`config.mk`:
```
export PLATFORM = sky130hd
export DESIGN_NAME = pfsm_top
export DESIGN_NICKNAME = d
export VERILOG_FILES = /design/src/design/pfsm_pkg.sv /design/src/design/pfsm_top.sv
export SDC_FILE = /design/constraint.sdc
export NUM_CORES = 2
export LEC_CHECK = 0
export BUFFER_PORTS_ARGS = -buffer_cell sky130_fd_sc_hd__buf_2
export CELL_PAD_IN_SITES_DETAIL_PLACEMENT = 1
export CELL_PAD_IN_SITES_GLOBAL_PLACEMENT = 2
export CORE_ASPECT_RATIO = 0.5
export CORE_MARGIN = 10
export CORE_UTILIZATION = 36
export CTS_CLUSTER_DIAMETER = 80
export CTS_CLUSTER_SIZE = 40
export DETAILED_ROUTE_END_ITERATION = 10
export PLACE_DENSITY_LB_ADDON = 0.1
export SYNTH_ARGS = -nofsm -noshare
export SYNTH_HDL_FRONTEND = slang
export SYNTH_SLANG_ARGS = --single-unit
```
`constraint.sdc`:
```
create_clock -name CLOCK_IN -period 24.2 [get_ports CLOCK_IN]
set_input_delay 3.63 -clock CLOCK_IN [delete_from_list [all_inputs] [get_ports CLOCK_IN]]
set_output_delay 3.63 -clock CLOCK_IN [all_outputs]
set_load 0.02 [all_outputs]
```
`src/design/pfsm_pkg.sv`:
```
// Constants, types and register map of the pulse frequency and speed meter
package pfsm_pkg;

    // ----------------------------------------------------------------
    // Timing
    // ----------------------------------------------------------------
    localparam int unsigned CLK_MHZ = 125;
    localparam int unsigned GATE_US = 1000000;
    // Minimum pulse lengths for filter codes 1..8 (2,5,10,20,50,100,200,500 Hz)
    localparam int unsigned LIM_US [8] = '{250000, 100000, 50000, 25000,
                                           10000, 5000, 2500, 1000};
    localparam logic [2:0]  LIM_IDX_100HZ = 3'h5;
    localparam logic [2:0]  LIM_IDX_500HZ = 3'h7;
    localparam logic [5:0]  DIV_STEPS     = 6'h28;

    // ----------------------------------------------------------------
    // Register map (byte addresses)
    // ----------------------------------------------------------------
    localparam logic [7:0] A_CTRL  = 8'h00;
    localparam logic [7:0] A_DHI   = 8'h04;
    localparam logic [7:0] A_DLO   = 8'h08;
    localparam logic [7:0] A_IHI   = 8'h0C;
    localparam logic [7:0] A_ILO   = 8'h10;
    localparam logic [7:0] A_TARE  = 8'h14;
    localparam logic [7:0] A_PPR   = 8'h18;
    localparam logic [7:0] A_FREQ  = 8'h1C;
    localparam logic [7:0] A_RES   = 8'h20;
    localparam logic [1:0] R_SIN   = 2'h1;
    localparam logic [1:0] R_SDISP = 2'h2;
    localparam logic [3:0] NSUP    = 4'h9;

    // ----------------------------------------------------------------
    // Reset values and scale tables
    // ----------------------------------------------------------------
    localparam logic [15:0] RST_IHI  = 16'h03E8;
    localparam logic [15:0] RST_DHI  = 16'h03E8;
    localparam logic [15:0] RST_ZERO = 16'h0000;
    localparam logic [15:0] RST_PPR  = 16'h0001;
    localparam logic [9:0]  SPAN_MUL [4] = '{10'h3E8, 10'h064, 10'h00A, 10'h001};
    localparam logic [11:0] TB_MUL   [4] = '{12'h001, 12'h03C, 12'hE10, 12'h03C};
    localparam logic [9:0]  DOT_MUL  [4] = '{10'h001, 10'h00A, 10'h064, 10'h3E8};
    localparam logic [15:0] RAW_MAX  = 16'h270F;
    localparam logic signed [31:0] DISP_MAX = 32'sh0000270F;
    localparam logic signed [31:0] DISP_MIN = -32'sh000007CF;

    // ----------------------------------------------------------------
    // Types
    // ----------------------------------------------------------------
    typedef enum logic [1:0] {KIND_TTL = 2'b00, KIND_NPN = 2'b01,
                              KIND_PNP = 2'b10, KIND_NAMUR = 2'b11} pfsm_kind_t;
    typedef enum logic [1:0] {TB_SEC = 2'b00, TB_MIN = 2'b01,
                              TB_HOUR = 2'b10, TB_RSVD = 2'b11} pfsm_tbase_t;
    typedef enum logic [1:0] {ST_IDLE = 2'b00, ST_DIV = 2'b01,
                              ST_DONE = 2'b10} pfsm_state_t;

    typedef struct packed {
        logic [3:0]  spc;
        logic [1:0]  dot;
        pfsm_tbase_t tbase;
        logic [3:0]  bounce_limit_select;
        logic [1:0]  span;
        pfsm_kind_t  kind;
        logic        turn;
    } pfsm_cfg_t;

    localparam pfsm_cfg_t RST_CFG = '{spc: 4'h0, dot: 2'h0, tbase: TB_MIN, bounce_limit_select: 4'h0,
                                      span: 2'h3, kind: KIND_TTL, turn: 1'b0};

    typedef struct packed {
        logic signed [31:0] value;
        logic               over;
    } pfsm_res_t;

endpackage

```
`src/design/pfsm_top.sv`:
```
// Pulse input conditioning, frequency / speed measurement and display scaling
//
// What this block does
// (RULE1) Four input kinds select pin biasing
// (RULE2) Lowest span forces 100 Hz filter
// (RULE3) 99.99 Hz span forces 500 Hz filter
// (RULE4) Upper two spans carry no automatic filter
// (RULE5) Filter none accepts every pulse
// (RULE6) Filters 2,5,10 Hz need 250/100/50 ms
// (RULE7) Filters 20,50,100 Hz need 25/10/5 ms
// (RULE8) Filters 200,500 Hz need 2.5/1 ms
// (RULE9) Upper and lower display values map signal
// (RULE10) Tare offset added after linearisation
// (RULE11) Up to nine active support points used
// (RULE12) Software enters support inputs strictly ascending
// (RULE13) Decimal point position sets displayed places
// (RULE14) Input scale points written directly, no signal
// (RULE15) Pulses per rotation is the divisor
// (RULE16) Time base defaults minutes, seconds or hours
// (RULE17) Speed shown with up to three decimals
// (RULE18) Speed mode uses same filter settings
// (RULE19) Speed equals frequency over count times base
// (RULE20) Frequency counts filtered edges per gate
`timescale 1ns/100ps
module pfsm_top #(
    parameter int unsigned LIM_CYC [8] = '{
        pfsm_pkg::LIM_US[0] * pfsm_pkg::CLK_MHZ, pfsm_pkg::LIM_US[1] * pfsm_pkg::CLK_MHZ,
        pfsm_pkg::LIM_US[2] * pfsm_pkg::CLK_MHZ, pfsm_pkg::LIM_US[3] * pfsm_pkg::CLK_MHZ,
        pfsm_pkg::LIM_US[4] * pfsm_pkg::CLK_MHZ, pfsm_pkg::LIM_US[5] * pfsm_pkg::CLK_MHZ,
        pfsm_pkg::LIM_US[6] * pfsm_pkg::CLK_MHZ, pfsm_pkg::LIM_US[7] * pfsm_pkg::CLK_MHZ},
    parameter int unsigned GATE_CYC = pfsm_pkg::GATE_US * pfsm_pkg::CLK_MHZ
) (
    input  wire logic        CLOCK_IN,
    input  wire logic        RST_N_IN,
    input  wire logic        PSEL_IN,
    input  wire logic        PENABLE_IN,
    input  wire logic        PWRITE_IN,
    input  wire logic [7:0]  PADDR_IN,
    input  wire logic [31:0] PWDATA_IN,
    output logic [31:0]      PRDATA_OUT,
    output logic             PREADY_OUT,
    output logic             PSLVERR_OUT,
    input  wire logic        PULSE_IN,
    output logic             PULLUP_EN_OUT,
    output logic             PULLDOWN_EN_OUT,
    output logic             NAMUR_SEL_OUT,
    output logic [31:0]      DISPLAY_VALUE_OUT,
    output logic [1:0]       DP_OUT,
    output logic             OVER_OUT,
    output logic             VALID_OUT
);

    // ----------------------------------------------------------------
    // Register file
    // ----------------------------------------------------------------
    pfsm_pkg::pfsm_cfg_t cfg_q, cfg_d;
    logic [15:0] dhi_q, dhi_d, dlo_q, dlo_d, ihi_q, ihi_d, ilo_q, ilo_d;
    logic [15:0] tare_q, tare_d, ppr_q, ppr_d;
    logic [15:0] sin_q [9];
    logic [15:0] sin_d [9];
    logic [15:0] sdsp_q [9];
    logic [15:0] sdsp_d [9];
    logic [31:0] rdata_q, rdata_d;
    logic        hit;
    logic [3:0]  idx;
    logic        wr_en;
    pfsm_pkg::pfsm_res_t res_q, res_d;
    logic [15:0] raw_q, raw_d;
    logic        fover_q, fover_d;

    assign idx   = PADDR_IN[5:2];
    assign wr_en = PSEL_IN & PENABLE_IN & PWRITE_IN & hit;
    // Read data captured in setup, so zero wait states and a flopped bus
    assign PREADY_OUT  = 1'b1;
    assign PSLVERR_OUT = PSEL_IN & PENABLE_IN & ~hit;
    assign PRDATA_OUT  = rdata_q;

    always_comb
    begin
        hit     = 1'b1;
        rdata_d = rdata_q;
        cfg_d   = cfg_q;
        dhi_d   = dhi_q;
        dlo_d   = dlo_q;
        ihi_d   = ihi_q;
        ilo_d   = ilo_q;
        tare_d  = tare_q;
        ppr_d   = ppr_q;
        sin_d   = sin_q;
        sdsp_d  = sdsp_q;
        case (PADDR_IN[7:2])
            pfsm_pkg::A_CTRL[7:2]: rdata_d = 32'(cfg_q);
            pfsm_pkg::A_DHI[7:2]:  rdata_d = {16'h0000, dhi_q};
            pfsm_pkg::A_DLO[7:2]:  rdata_d = {16'h0000, dlo_q};
            pfsm_pkg::A_IHI[7:2]:  rdata_d = {16'h0000, ihi_q};
            pfsm_pkg::A_ILO[7:2]:  rdata_d = {16'h0000, ilo_q};
            pfsm_pkg::A_TARE[7:2]: rdata_d = {16'h0000, tare_q};
            pfsm_pkg::A_PPR[7:2]:  rdata_d = {16'h0000, ppr_q};
            pfsm_pkg::A_FREQ[7:2]: rdata_d = {15'h0000, fover_q, raw_q};
            pfsm_pkg::A_RES[7:2]:  rdata_d = res_q.value;
            default:
            begin
                hit = (idx < pfsm_pkg::NSUP) &&
                      (PADDR_IN[7:6] == pfsm_pkg::R_SIN || PADDR_IN[7:6] == pfsm_pkg::R_SDISP);
                rdata_d = 32'h00000000;
                if (hit && PADDR_IN[7:6] == pfsm_pkg::R_SIN)
                    rdata_d = {16'h0000, sin_q[idx]};
                else if (hit)
                    rdata_d = {16'h0000, sdsp_q[idx]};
            end
        endcase
        if (!(PSEL_IN && !PENABLE_IN && !PWRITE_IN))
            rdata_d = rdata_q;
        if (wr_en)
        begin
            case (PADDR_IN[7:2])
                pfsm_pkg::A_CTRL[7:2]: cfg_d  = pfsm_pkg::pfsm_cfg_t'(PWDATA_IN[16:0]);
                pfsm_pkg::A_DHI[7:2]:  dhi_d  = PWDATA_IN[15:0]; // [RULE9]
                pfsm_pkg::A_DLO[7:2]:  dlo_d  = PWDATA_IN[15:0]; // [RULE9]
                pfsm_pkg::A_IHI[7:2]:  ihi_d  = PWDATA_IN[15:0]; // [RULE14]
                pfsm_pkg::A_ILO[7:2]:  ilo_d  = PWDATA_IN[15:0]; // [RULE14]
                pfsm_pkg::A_TARE[7:2]: tare_d = PWDATA_IN[15:0];
                pfsm_pkg::A_PPR[7:2]:  ppr_d  = PWDATA_IN[15:0];
                pfsm_pkg::A_FREQ[7:2], pfsm_pkg::A_RES[7:2]: ;
                default:
                begin
                    if (PADDR_IN[7:6] == pfsm_pkg::R_SIN)
                        sin_d[idx] = PWDATA_IN[15:0];
                    else
                        sdsp_d[idx] = PWDATA_IN[15:0];
                end
            endcase
        end
    end

    always_ff @(posedge CLOCK_IN or negedge RST_N_IN)
    begin
        if (!RST_N_IN)
        begin
            cfg_q   <= pfsm_pkg::RST_CFG; // [RULE16]
            dhi_q   <= pfsm_pkg::RST_DHI;
            dlo_q   <= pfsm_pkg::RST_ZERO;
            ihi_q   <= pfsm_pkg::RST_IHI;
            ilo_q   <= pfsm_pkg::RST_ZERO;
            tare_q  <= pfsm_pkg::RST_ZERO;
            ppr_q   <= pfsm_pkg::RST_PPR;
            sin_q   <= '{default: pfsm_pkg::RST_ZERO};
            sdsp_q  <= '{default: pfsm_pkg::RST_ZERO};
            rdata_q <= 32'h00000000;
        end
        else
        begin
            cfg_q   <= cfg_d;
            dhi_q   <= dhi_d;
            dlo_q   <= dlo_d;
            ihi_q   <= ihi_d;
            ilo_q   <= ilo_d;
            tare_q  <= tare_d;
            ppr_q   <= ppr_d;
            sin_q   <= sin_d;
            sdsp_q  <= sdsp_d;
            rdata_q <= rdata_d;
        end
    end

    // ----------------------------------------------------------------
    // Input biasing and bounce filter
    // ----------------------------------------------------------------
    assign PULLUP_EN_OUT   = (cfg_q.kind == pfsm_pkg::KIND_NPN);   // [RULE1]
    assign PULLDOWN_EN_OUT = (cfg_q.kind == pfsm_pkg::KIND_PNP);   // [RULE1]
    assign NAMUR_SEL_OUT   = (cfg_q.kind == pfsm_pkg::KIND_NAMUR); // [RULE1]

    logic        sync1_q, sync2_q, bounce_limit_select_q, bounce_limit_select_d, acc;
    logic [24:0] run_q, run_d, lim_user, lim_auto, lim_eff;

    always_comb
    begin
        // Same filter path in both modes [RULE18]
        lim_user = 25'h0000000;
        if (cfg_q.bounce_limit_select != 4'h0 && cfg_q.bounce_limit_select <= 4'h8)
            lim_user = 25'(LIM_CYC[3'(cfg_q.bounce_limit_select - 4'h1)]); // [RULE6] [RULE7] [RULE8]
        lim_auto = 25'h0000000; // [RULE4]
        if (!cfg_q.turn && cfg_q.span == 2'h0)
            lim_auto = 25'(LIM_CYC[pfsm_pkg::LIM_IDX_100HZ]); // [RULE2]
        else if (!cfg_q.turn && cfg_q.span == 2'h1)
            lim_auto = 25'(LIM_CYC[pfsm_pkg::LIM_IDX_500HZ]); // [RULE3]
        lim_eff = (lim_auto > lim_user) ? lim_auto : lim_user;
        bounce_limit_select_d  = bounce_limit_select_q;
        run_d   = 25'h0000000;
        if (lim_eff == 25'h0000000)
            bounce_limit_select_d = sync2_q; // [RULE5]
        else if (sync2_q != bounce_limit_select_q)
        begin
            // Level must hold the full length before it is taken
            if (run_q >= lim_eff - 25'h0000001)
                bounce_limit_select_d = sync2_q; // [RULE6] [RULE7] [RULE8]
            else
                run_d = run_q + 25'h0000001;
        end
        acc = bounce_limit_select_d & ~bounce_limit_select_q;
    end

    always_ff @(posedge CLOCK_IN or negedge RST_N_IN)
    begin
        if (!RST_N_IN)
        begin
            sync1_q <= 1'b0;
            sync2_q <= 1'b0;
            bounce_limit_select_q  <= 1'b0;
            run_q   <= 25'h0000000;
        end
        else
        begin
            sync1_q <= PULSE_IN;
            sync2_q <= sync1_q;
            bounce_limit_select_q  <= bounce_limit_select_d;
            run_q   <= run_d;
        end
    end

    // ----------------------------------------------------------------
    // Gate and edge counting
    // ----------------------------------------------------------------
    logic [26:0] gate_q, gate_d;
    logic [15:0] edges_q, edges_d, elat_q, elat_d, edges_inc;
    logic        start_q, start_d, gate_end;
    logic [25:0] raw_prod;

    always_comb
    begin
        gate_end  = (gate_q == 27'(GATE_CYC - 1));
        edges_inc = (edges_q == 16'hFFFF) ? edges_q : edges_q + 16'(acc); // [RULE20]
        gate_d    = gate_end ? 27'h0000000 : gate_q + 27'h0000001;
        edges_d   = gate_end ? 16'h0000 : edges_inc;
        elat_d    = gate_end ? edges_inc : elat_q;
        start_d   = gate_end;
        raw_prod  = elat_q * pfsm_pkg::SPAN_MUL[cfg_q.span];
        fover_d   = raw_prod > 26'(pfsm_pkg::RAW_MAX);
        raw_d     = fover_d ? pfsm_pkg::RAW_MAX : raw_prod[15:0];
    end

    always_ff @(posedge CLOCK_IN or negedge RST_N_IN)
    begin
        if (!RST_N_IN)
        begin
            gate_q  <= 27'h0000000;
            edges_q <= 16'h0000;
            elat_q  <= 16'h0000;
            start_q <= 1'b0;
            raw_q   <= 16'h0000;
            fover_q <= 1'b0;
        end
        else
        begin
            gate_q  <= gate_d;
            edges_q <= edges_d;
            elat_q  <= elat_d;
            start_q <= start_d;
            raw_q   <= raw_d;
            fover_q <= fover_d;
        end
    end

    // ----------------------------------------------------------------
    // Scaling and serial divider
    // ----------------------------------------------------------------
    pfsm_pkg::pfsm_state_t st_q, st_d;
    logic signed [15:0] px [11];
    logic signed [15:0] py [11];
    logic [3:0]  seg, nsp;
    logic signed [16:0] diff, dy, dx;
    logic signed [33:0] prod;
    logic [39:0] num_q, num_d, ld_num;
    logic [15:0] den_q, den_d, ld_den;
    logic [16:0] rem_q, rem_d, rem_sh;
    logic [5:0]  cnt_q, cnt_d;
    logic        neg_q, neg_d, ld_neg;
    logic signed [31:0] base_q, base_d, ld_base, sum;
    logic        valid_q, valid_d;

    always_comb
    begin
        nsp = (cfg_q.spc > pfsm_pkg::NSUP) ? pfsm_pkg::NSUP : cfg_q.spc; // [RULE11]
        seg = 4'h0;
        for (int i = 0; i < 11; i++)
        begin
            px[i] = $signed(ihi_q);
            py[i] = $signed(dhi_q);
            if (i == 0)
            begin
                px[i] = $signed(ilo_q);
                py[i] = $signed(dlo_q);
            end
            else if (4'(i) <= nsp)
            begin
                px[i] = $signed(sin_q[i - 1]);
                py[i] = $signed(sdsp_q[i - 1]);
            end
            if (4'(i) <= nsp && $signed({1'b0, raw_q}) >= 17'(px[i]))
                seg = 4'(i); // [RULE11]
        end
        diff = $signed({1'b0, raw_q}) - 17'(px[seg]);
        dy   = 17'(py[seg + 4'h1]) - 17'(py[seg]);
        dx   = 17'(px[seg + 4'h1]) - 17'(px[seg]);
        prod = 34'(diff) * 34'(dy);
        if (cfg_q.turn)
        begin
            ld_num  = 40'(elat_q) * 40'(pfsm_pkg::TB_MUL[cfg_q.tbase]) *
                      40'(pfsm_pkg::DOT_MUL[cfg_q.dot]); // [RULE16] [RULE17] [RULE19]
            ld_den  = (ppr_q == 16'h0000) ? 16'h0001 : ppr_q; // [RULE15]
            ld_neg  = 1'b0;
            ld_base = 32'sh00000000;
        end
        else
        begin
            ld_neg  = prod[33];
            ld_num  = 40'(prod[33] ? -prod : prod);
            // Guard against a segment that is not ascending [RULE12]
            ld_den  = (dx <= 17'sh00000) ? 16'h0001 : dx[15:0];
            ld_base = 32'(py[seg]) + 32'($signed(tare_q)); // [RULE9] [RULE10]
        end
        rem_sh = {rem_q[15:0], num_q[39]};
        st_d   = st_q;
        num_d  = num_q;
        den_d  = den_q;
        rem_d  = rem_q;
        cnt_d  = cnt_q;
        neg_d  = neg_q;
        base_d = base_q;
        res_d  = res_q;
        // Result lands at the end of the done cycle, so flag it one cycle on
        valid_d = (st_q == pfsm_pkg::ST_DONE);
        sum    = neg_q ? base_q - num_q[31:0] : base_q + num_q[31:0];
        case (st_q)
            pfsm_pkg::ST_IDLE:
            begin
                if (start_q)
                begin
                    st_d   = pfsm_pkg::ST_DIV;
                    num_d  = ld_num;
                    den_d  = ld_den;
                    rem_d  = 17'h00000;
                    cnt_d  = 6'h00;
                    neg_d  = ld_neg;
                    base_d = ld_base;
                end
            end
            pfsm_pkg::ST_DIV:
            begin
                // One quotient bit a cycle keeps the divider small
                if (rem_sh >= {1'b0, den_q})
                begin
                    rem_d = rem_sh - {1'b0, den_q};
                    num_d = {num_q[38:0], 1'b1};
                end
                else
                begin
                    rem_d = rem_sh;
                    num_d = {num_q[38:0], 1'b0};
                end
                cnt_d = cnt_q + 6'h01;
                if (cnt_q == pfsm_pkg::DIV_STEPS - 6'h01)
                    st_d = pfsm_pkg::ST_DONE;
            end
            pfsm_pkg::ST_DONE:
            begin
                st_d        = pfsm_pkg::ST_IDLE;
                res_d.value = sum;
                res_d.over  = (sum > pfsm_pkg::DISP_MAX) || (sum < pfsm_pkg::DISP_MIN) ||
                              (!cfg_q.turn && fover_q);
            end
            default: st_d = pfsm_pkg::ST_IDLE;
        endcase
    end

    always_ff @(posedge CLOCK_IN or negedge RST_N_IN)
    begin
        if (!RST_N_IN)
        begin
            st_q   <= pfsm_pkg::ST_IDLE;
            num_q  <= 40'h0000000000;
            den_q  <= 16'h0001;
            rem_q  <= 17'h00000;
            cnt_q  <= 6'h00;
            neg_q  <= 1'b0;
            base_q <= 32'sh00000000;
            res_q  <= '{value: 32'sh00000000, over: 1'b0};
            valid_q <= 1'b0;
        end
        else
        begin
            st_q   <= st_d;
            num_q  <= num_d;
            den_q  <= den_d;
            rem_q  <= rem_d;
            cnt_q  <= cnt_d;
            neg_q  <= neg_d;
            base_q <= base_d;
            res_q  <= res_d;
            valid_q <= valid_d;
        end
    end

    assign DISPLAY_VALUE_OUT = res_q.value;
    assign OVER_OUT          = res_q.over;
    assign DP_OUT            = cfg_q.dot; // [RULE13] [RULE17]
    assign VALID_OUT         = valid_q;

    // ----------------------------------------------------------------
    // Checks
    // ----------------------------------------------------------------
    property p_no_filter;
        @(posedge CLOCK_IN) disable iff (!RST_N_IN)
        (lim_eff == 25'h0000000) |=> (bounce_limit_select_q == $past(sync2_q));
    endproperty
    a_no_filter: assert property (p_no_filter) else $error("Unfiltered input not passed"); // [RULE5]

    property p_short_reject;
        @(posedge CLOCK_IN) disable iff (!RST_N_IN)
        (lim_eff != 25'h0000000 && sync2_q != bounce_limit_select_q && run_q < lim_eff - 25'h0000001)
        |=> $stable(bounce_limit_select_q) && (run_q == $past(run_q) + 25'h0000001);
    endproperty
    a_short_reject: assert property (p_short_reject) else $error("Short pulse accepted"); // [RULE6]

    property p_auto100;
        @(posedge CLOCK_IN) disable iff (!RST_N_IN)
        (!cfg_q.turn && cfg_q.span == 2'h0) |-> lim_eff >= 25'(LIM_CYC[5]);
    endproperty
    a_auto100: assert property (p_auto100) else $error("Lowest span filter missing"); // [RULE2]

    property p_auto500;
        @(posedge CLOCK_IN) disable iff (!RST_N_IN)
        (!cfg_q.turn && cfg_q.span == 2'h1) |-> lim_eff >= 25'(LIM_CYC[7]);
    endproperty
    a_auto500: assert property (p_auto500) else $error("Second span filter missing"); // [RULE3]

    property p_no_auto;
        @(posedge CLOCK_IN) disable iff (!RST_N_IN)
        (cfg_q.span[1] || cfg_q.turn) |-> lim_eff == lim_user;
    endproperty
    a_no_auto: assert property (p_no_auto) else $error("Upper span got a filter"); // [RULE4]

    property p_bias;
        @(posedge CLOCK_IN) disable iff (!RST_N_IN)
        $changed(cfg_q.kind) |-> (PULLUP_EN_OUT + PULLDOWN_EN_OUT + NAMUR_SEL_OUT) ==
                                 2'(cfg_q.kind != pfsm_pkg::KIND_TTL);
    endproperty
    a_bias: assert property (p_bias) else $error("Input biasing wrong"); // [RULE1]

    property p_edge_count;
        @(posedge CLOCK_IN) disable iff (!RST_N_IN)
        (acc && !gate_end && edges_q != 16'hFFFF) |=> edges_q == $past(edges_q) + 16'h0001;
    endproperty
    a_edge_count: assert property (p_edge_count) else $error("Edge not counted"); // [RULE20]

    property p_div_len;
        @(posedge CLOCK_IN) disable iff (!RST_N_IN)
        (st_q == pfsm_pkg::ST_IDLE && start_q) |=> ##40 (st_q == pfsm_pkg::ST_DONE) ##1 VALID_OUT;
    endproperty
    a_div_len: assert property (p_div_len) else $error("Result not on time"); // [RULE19]

    property p_dp;
        @(posedge CLOCK_IN) disable iff (!RST_N_IN)
        $changed(cfg_q.dot) |-> DP_OUT == cfg_q.dot;
    endproperty
    a_dp: assert property (p_dp) else $error("Decimal point not applied"); // [RULE13]

endmodule

```
==> qor.csv <==
stage;metric;value;unit
status;status;completed;
timing;fin_crit_sh;84.37;%
synthesis;yosysSeqAreaShare;21.55;%
critical_path;worst-r2r-cell-count;62;
min_path;whs_path_depth;0;
synthesis;ys_types;104;
synthesis;synth_ff_type;dfrtp_1;
global_route;grt_pass1_vias;68896;
timing;setup_viol;0;
timing;max_freq;48.98;MHz
synthesis;synth_area_per_cell;9.060;sq um
critical_path;worstPathArrival;20960;ps
critical_path;start_kind;register;
place;pre_cts_slack;4488;ps
flow_run;maxCapViolCount;0;
synthesis;ys_top_cells_by_count;inv_1, nand2_1, ha_1, dfrtp_1, fa_1;
critical_path;cp_max_fo;43;
clock_network;root_buffer;clkbuf_16;
synthesis;yosys.area.top_type;dfrtp_1;
synthesis;netlist_area;77900;sq um
die;die_height;348.9;um
timing;hold_viol_final;0;
final_layout;syn2layout_area_growth;7.206;%
clock_network;post-cts-setup-buffer-count;0;
drt;drc;0;
die;core;214600;sq um
synthesis;ys_async_sr_fraction;100.0;%
place;globalplace.congestion;0.9592;
synthesis;synthCells;8598;
drt;first_pass_iters;5;
final_layout;final_nets;9835;
clock_network;insertion_delay;770;ps
timing;worst-slew-pin-transition;1390;ps
critical_path;regToRegStartpoint;cfg_q[16];
synthesis;synth-seq-cells;670;
timing;fin_ws;3782;ps
clock_network;cts_tree;done;
timing;drv_slew;0;
timing;min_period;20420;ps
die;start_util;36.31;%
critical_path;critPathKind;reg2reg;
die;rows;120;
critical_path;rrSetupSlack;3780;ps
synthesis;ys_top_cells_by_area;dfrtp_1, fa_1, ha_1;
min_path;hold_start;sync1_q;
critical_path;path_common_cell;buf_4;
timing;fin_tns_setup;0;ps
place;portBuffers;100;
place;postPlaceCellArea;81890;sq um
die;fp.dieW;677.8;um
global_route;grt_start_max_net_pins;150;
drt;viasPerCell;5.862;
final_layout;fin_area;83510;sq um
critical_path;timing.rr.end;num_q[27];
global_route;grt_pass1_wl;480600;um
global_route;grt_overflow;0;
drt;antenna_left;0;
global_route;antenna_found_initial;51;
min_path;hp-class;reg2reg;
timing;hold_slack;446.0;ps
synthesis;yosysMostFrequentCell;inv_1;
critical_path;required;24740;ps
critical_path;crit_path_top_delay_cell;dfrtp_2;
global_route;grt_usage;26.97;%
clock_network;clkSlewWorstSetupHoldPaths;130;ps
clock_network;cts_hold_buf;0;
clock_network;cts_htree_levels;2;
min_path;hold-path-endpoint;sync2_q;
drt;drtIter0Drc;5388;
clock_network;clk_path_buf_depth;3;
drt;routed_wl;326400;um
final_layout;drive_gt1_share;11.48;%
timing;max_slew_margin;7.136;%
synthesis;synth_top_area_share;20.98;%
place;dp_hpwl;248900;um
synthesis;yosysWarnings;0;
timing;fin_skew;126.6;ps
clock_network;clock-sinks;670;
timing;rsz0062_at_grt;false;
die;dieArea;236500;sq um
critical_path;cp-end-kind;register;
critical_path;max_stage_delay;900;ps
die;io_pins;119;
clock_network;cts_resized;0;
drt;wire_per_inst;28.72;um
clock_network;cts-buffers-inserted;39;
drt;routed-via-count;66630;
synthesis;synth_edf_count;0;
-- routing by layer --
metal	global-route usage (%)	wire, um	up-vias
met4	9.090	12990	36
met5	0	207	-
met3	5.688	24410	594
met2	42.61	143900	2103
li1	-	-	29370
met1	36.66	145000	34527
-- cell type report --
cell class	count	area, sq um
multi-input cells	6558	56210
well taps	2867	3587
diodes	12	30.03
fillers	24601	131000
clock inverters	31	600.6
clock buffers	40	989.7
inverters	908	3413
repair buffers	280	1892
flip-flops and latches	670	16790
-- metrics by stage --
| step | utilization (%) | cells |
|---|---|---|
| 5_1_grt | 38.91 | 11358 |
| 4_1_cts | 38.91 | 11354 |
| 3_5_place_dp | 38.17 | 11283 |
| 3_3_place_gp | 38.17 | 11283 |
| 6_report | 38.92 | 11366 |
| 2_1_floorplan | - | 8599 |
-- registers in the layout (all words and copies together) (netlist names), 17 cells and up --
register           flops
DISPLAY_VALUE_OUT     32
PRDATA_OUT            32
base_q                17
gate_q                27
num_q                 40
run_q                 25
sdsp_q               144
sin_q                144
-- critical path, delay by kind of cell (launching register included) --
kind                     cells  cell delay (ps)
AND/OR/NAND/NOR             12             2360
flip-flops                   1              900
AO/OA/AOI/OAI               23             6260
XOR/XNOR                     2              300
multiplexers                 2              790
adder cells (fa/ha/maj)     10             5310
buffers and inverters       13             4000
-- cells in the final DEF (no fill, tap or decap), types with 103 or more instances in the layout --
cell	count
a21o_1	103
a21oi_1	398
and2_1	168
buf_4	180
dfrtp_1	650
fa_1	652
ha_1	679
inv_1	905
mux2_2	377
mux2i_1	204
nand2_1	838
nand3_1	195
nor2_1	638
nor2b_1	135
nor3_1	118
o21ai_0	361
xnor2_1	195
xor2_1	109
-- cell families (layout without fill, tap and decap cells) --
family,after synthesis,in the layout,share of synthesized area (%)
xor gates and xnor gates,313,313,3.519
AOI/OAI and AO/OA,1665,1665,14.12
buffers and inverters,1371,1259,6.746
DFF,670,670,21.55
other,2,15,0.009641
and+or+nand+nor,2567,2567,15.51
adders and majority gates,1332,1332,27.68
muxes,678,678,10.86
-- worst max path at each step --
stage	start	endpoint	slack, ps	cells after the start
2_1_floorplan	cfg_q[16]	num_q[27]	8690	62
3_3_place_gp	cfg_q[16]	num_q[27]	4500	62
3_5_place_dp	cfg_q[16]	num_q[27]	4490	61
4_1_cts	cfg_q[16]	num_q[27]	4330	61
5_1_grt	cfg_q[16]	num_q[30]	3170	60
6_report	cfg_q[16]	num_q[27]	3780	62
Power is not shown: default switching activity piles up to over one toggle a cycle in this logic, so the estimate is an artifact.
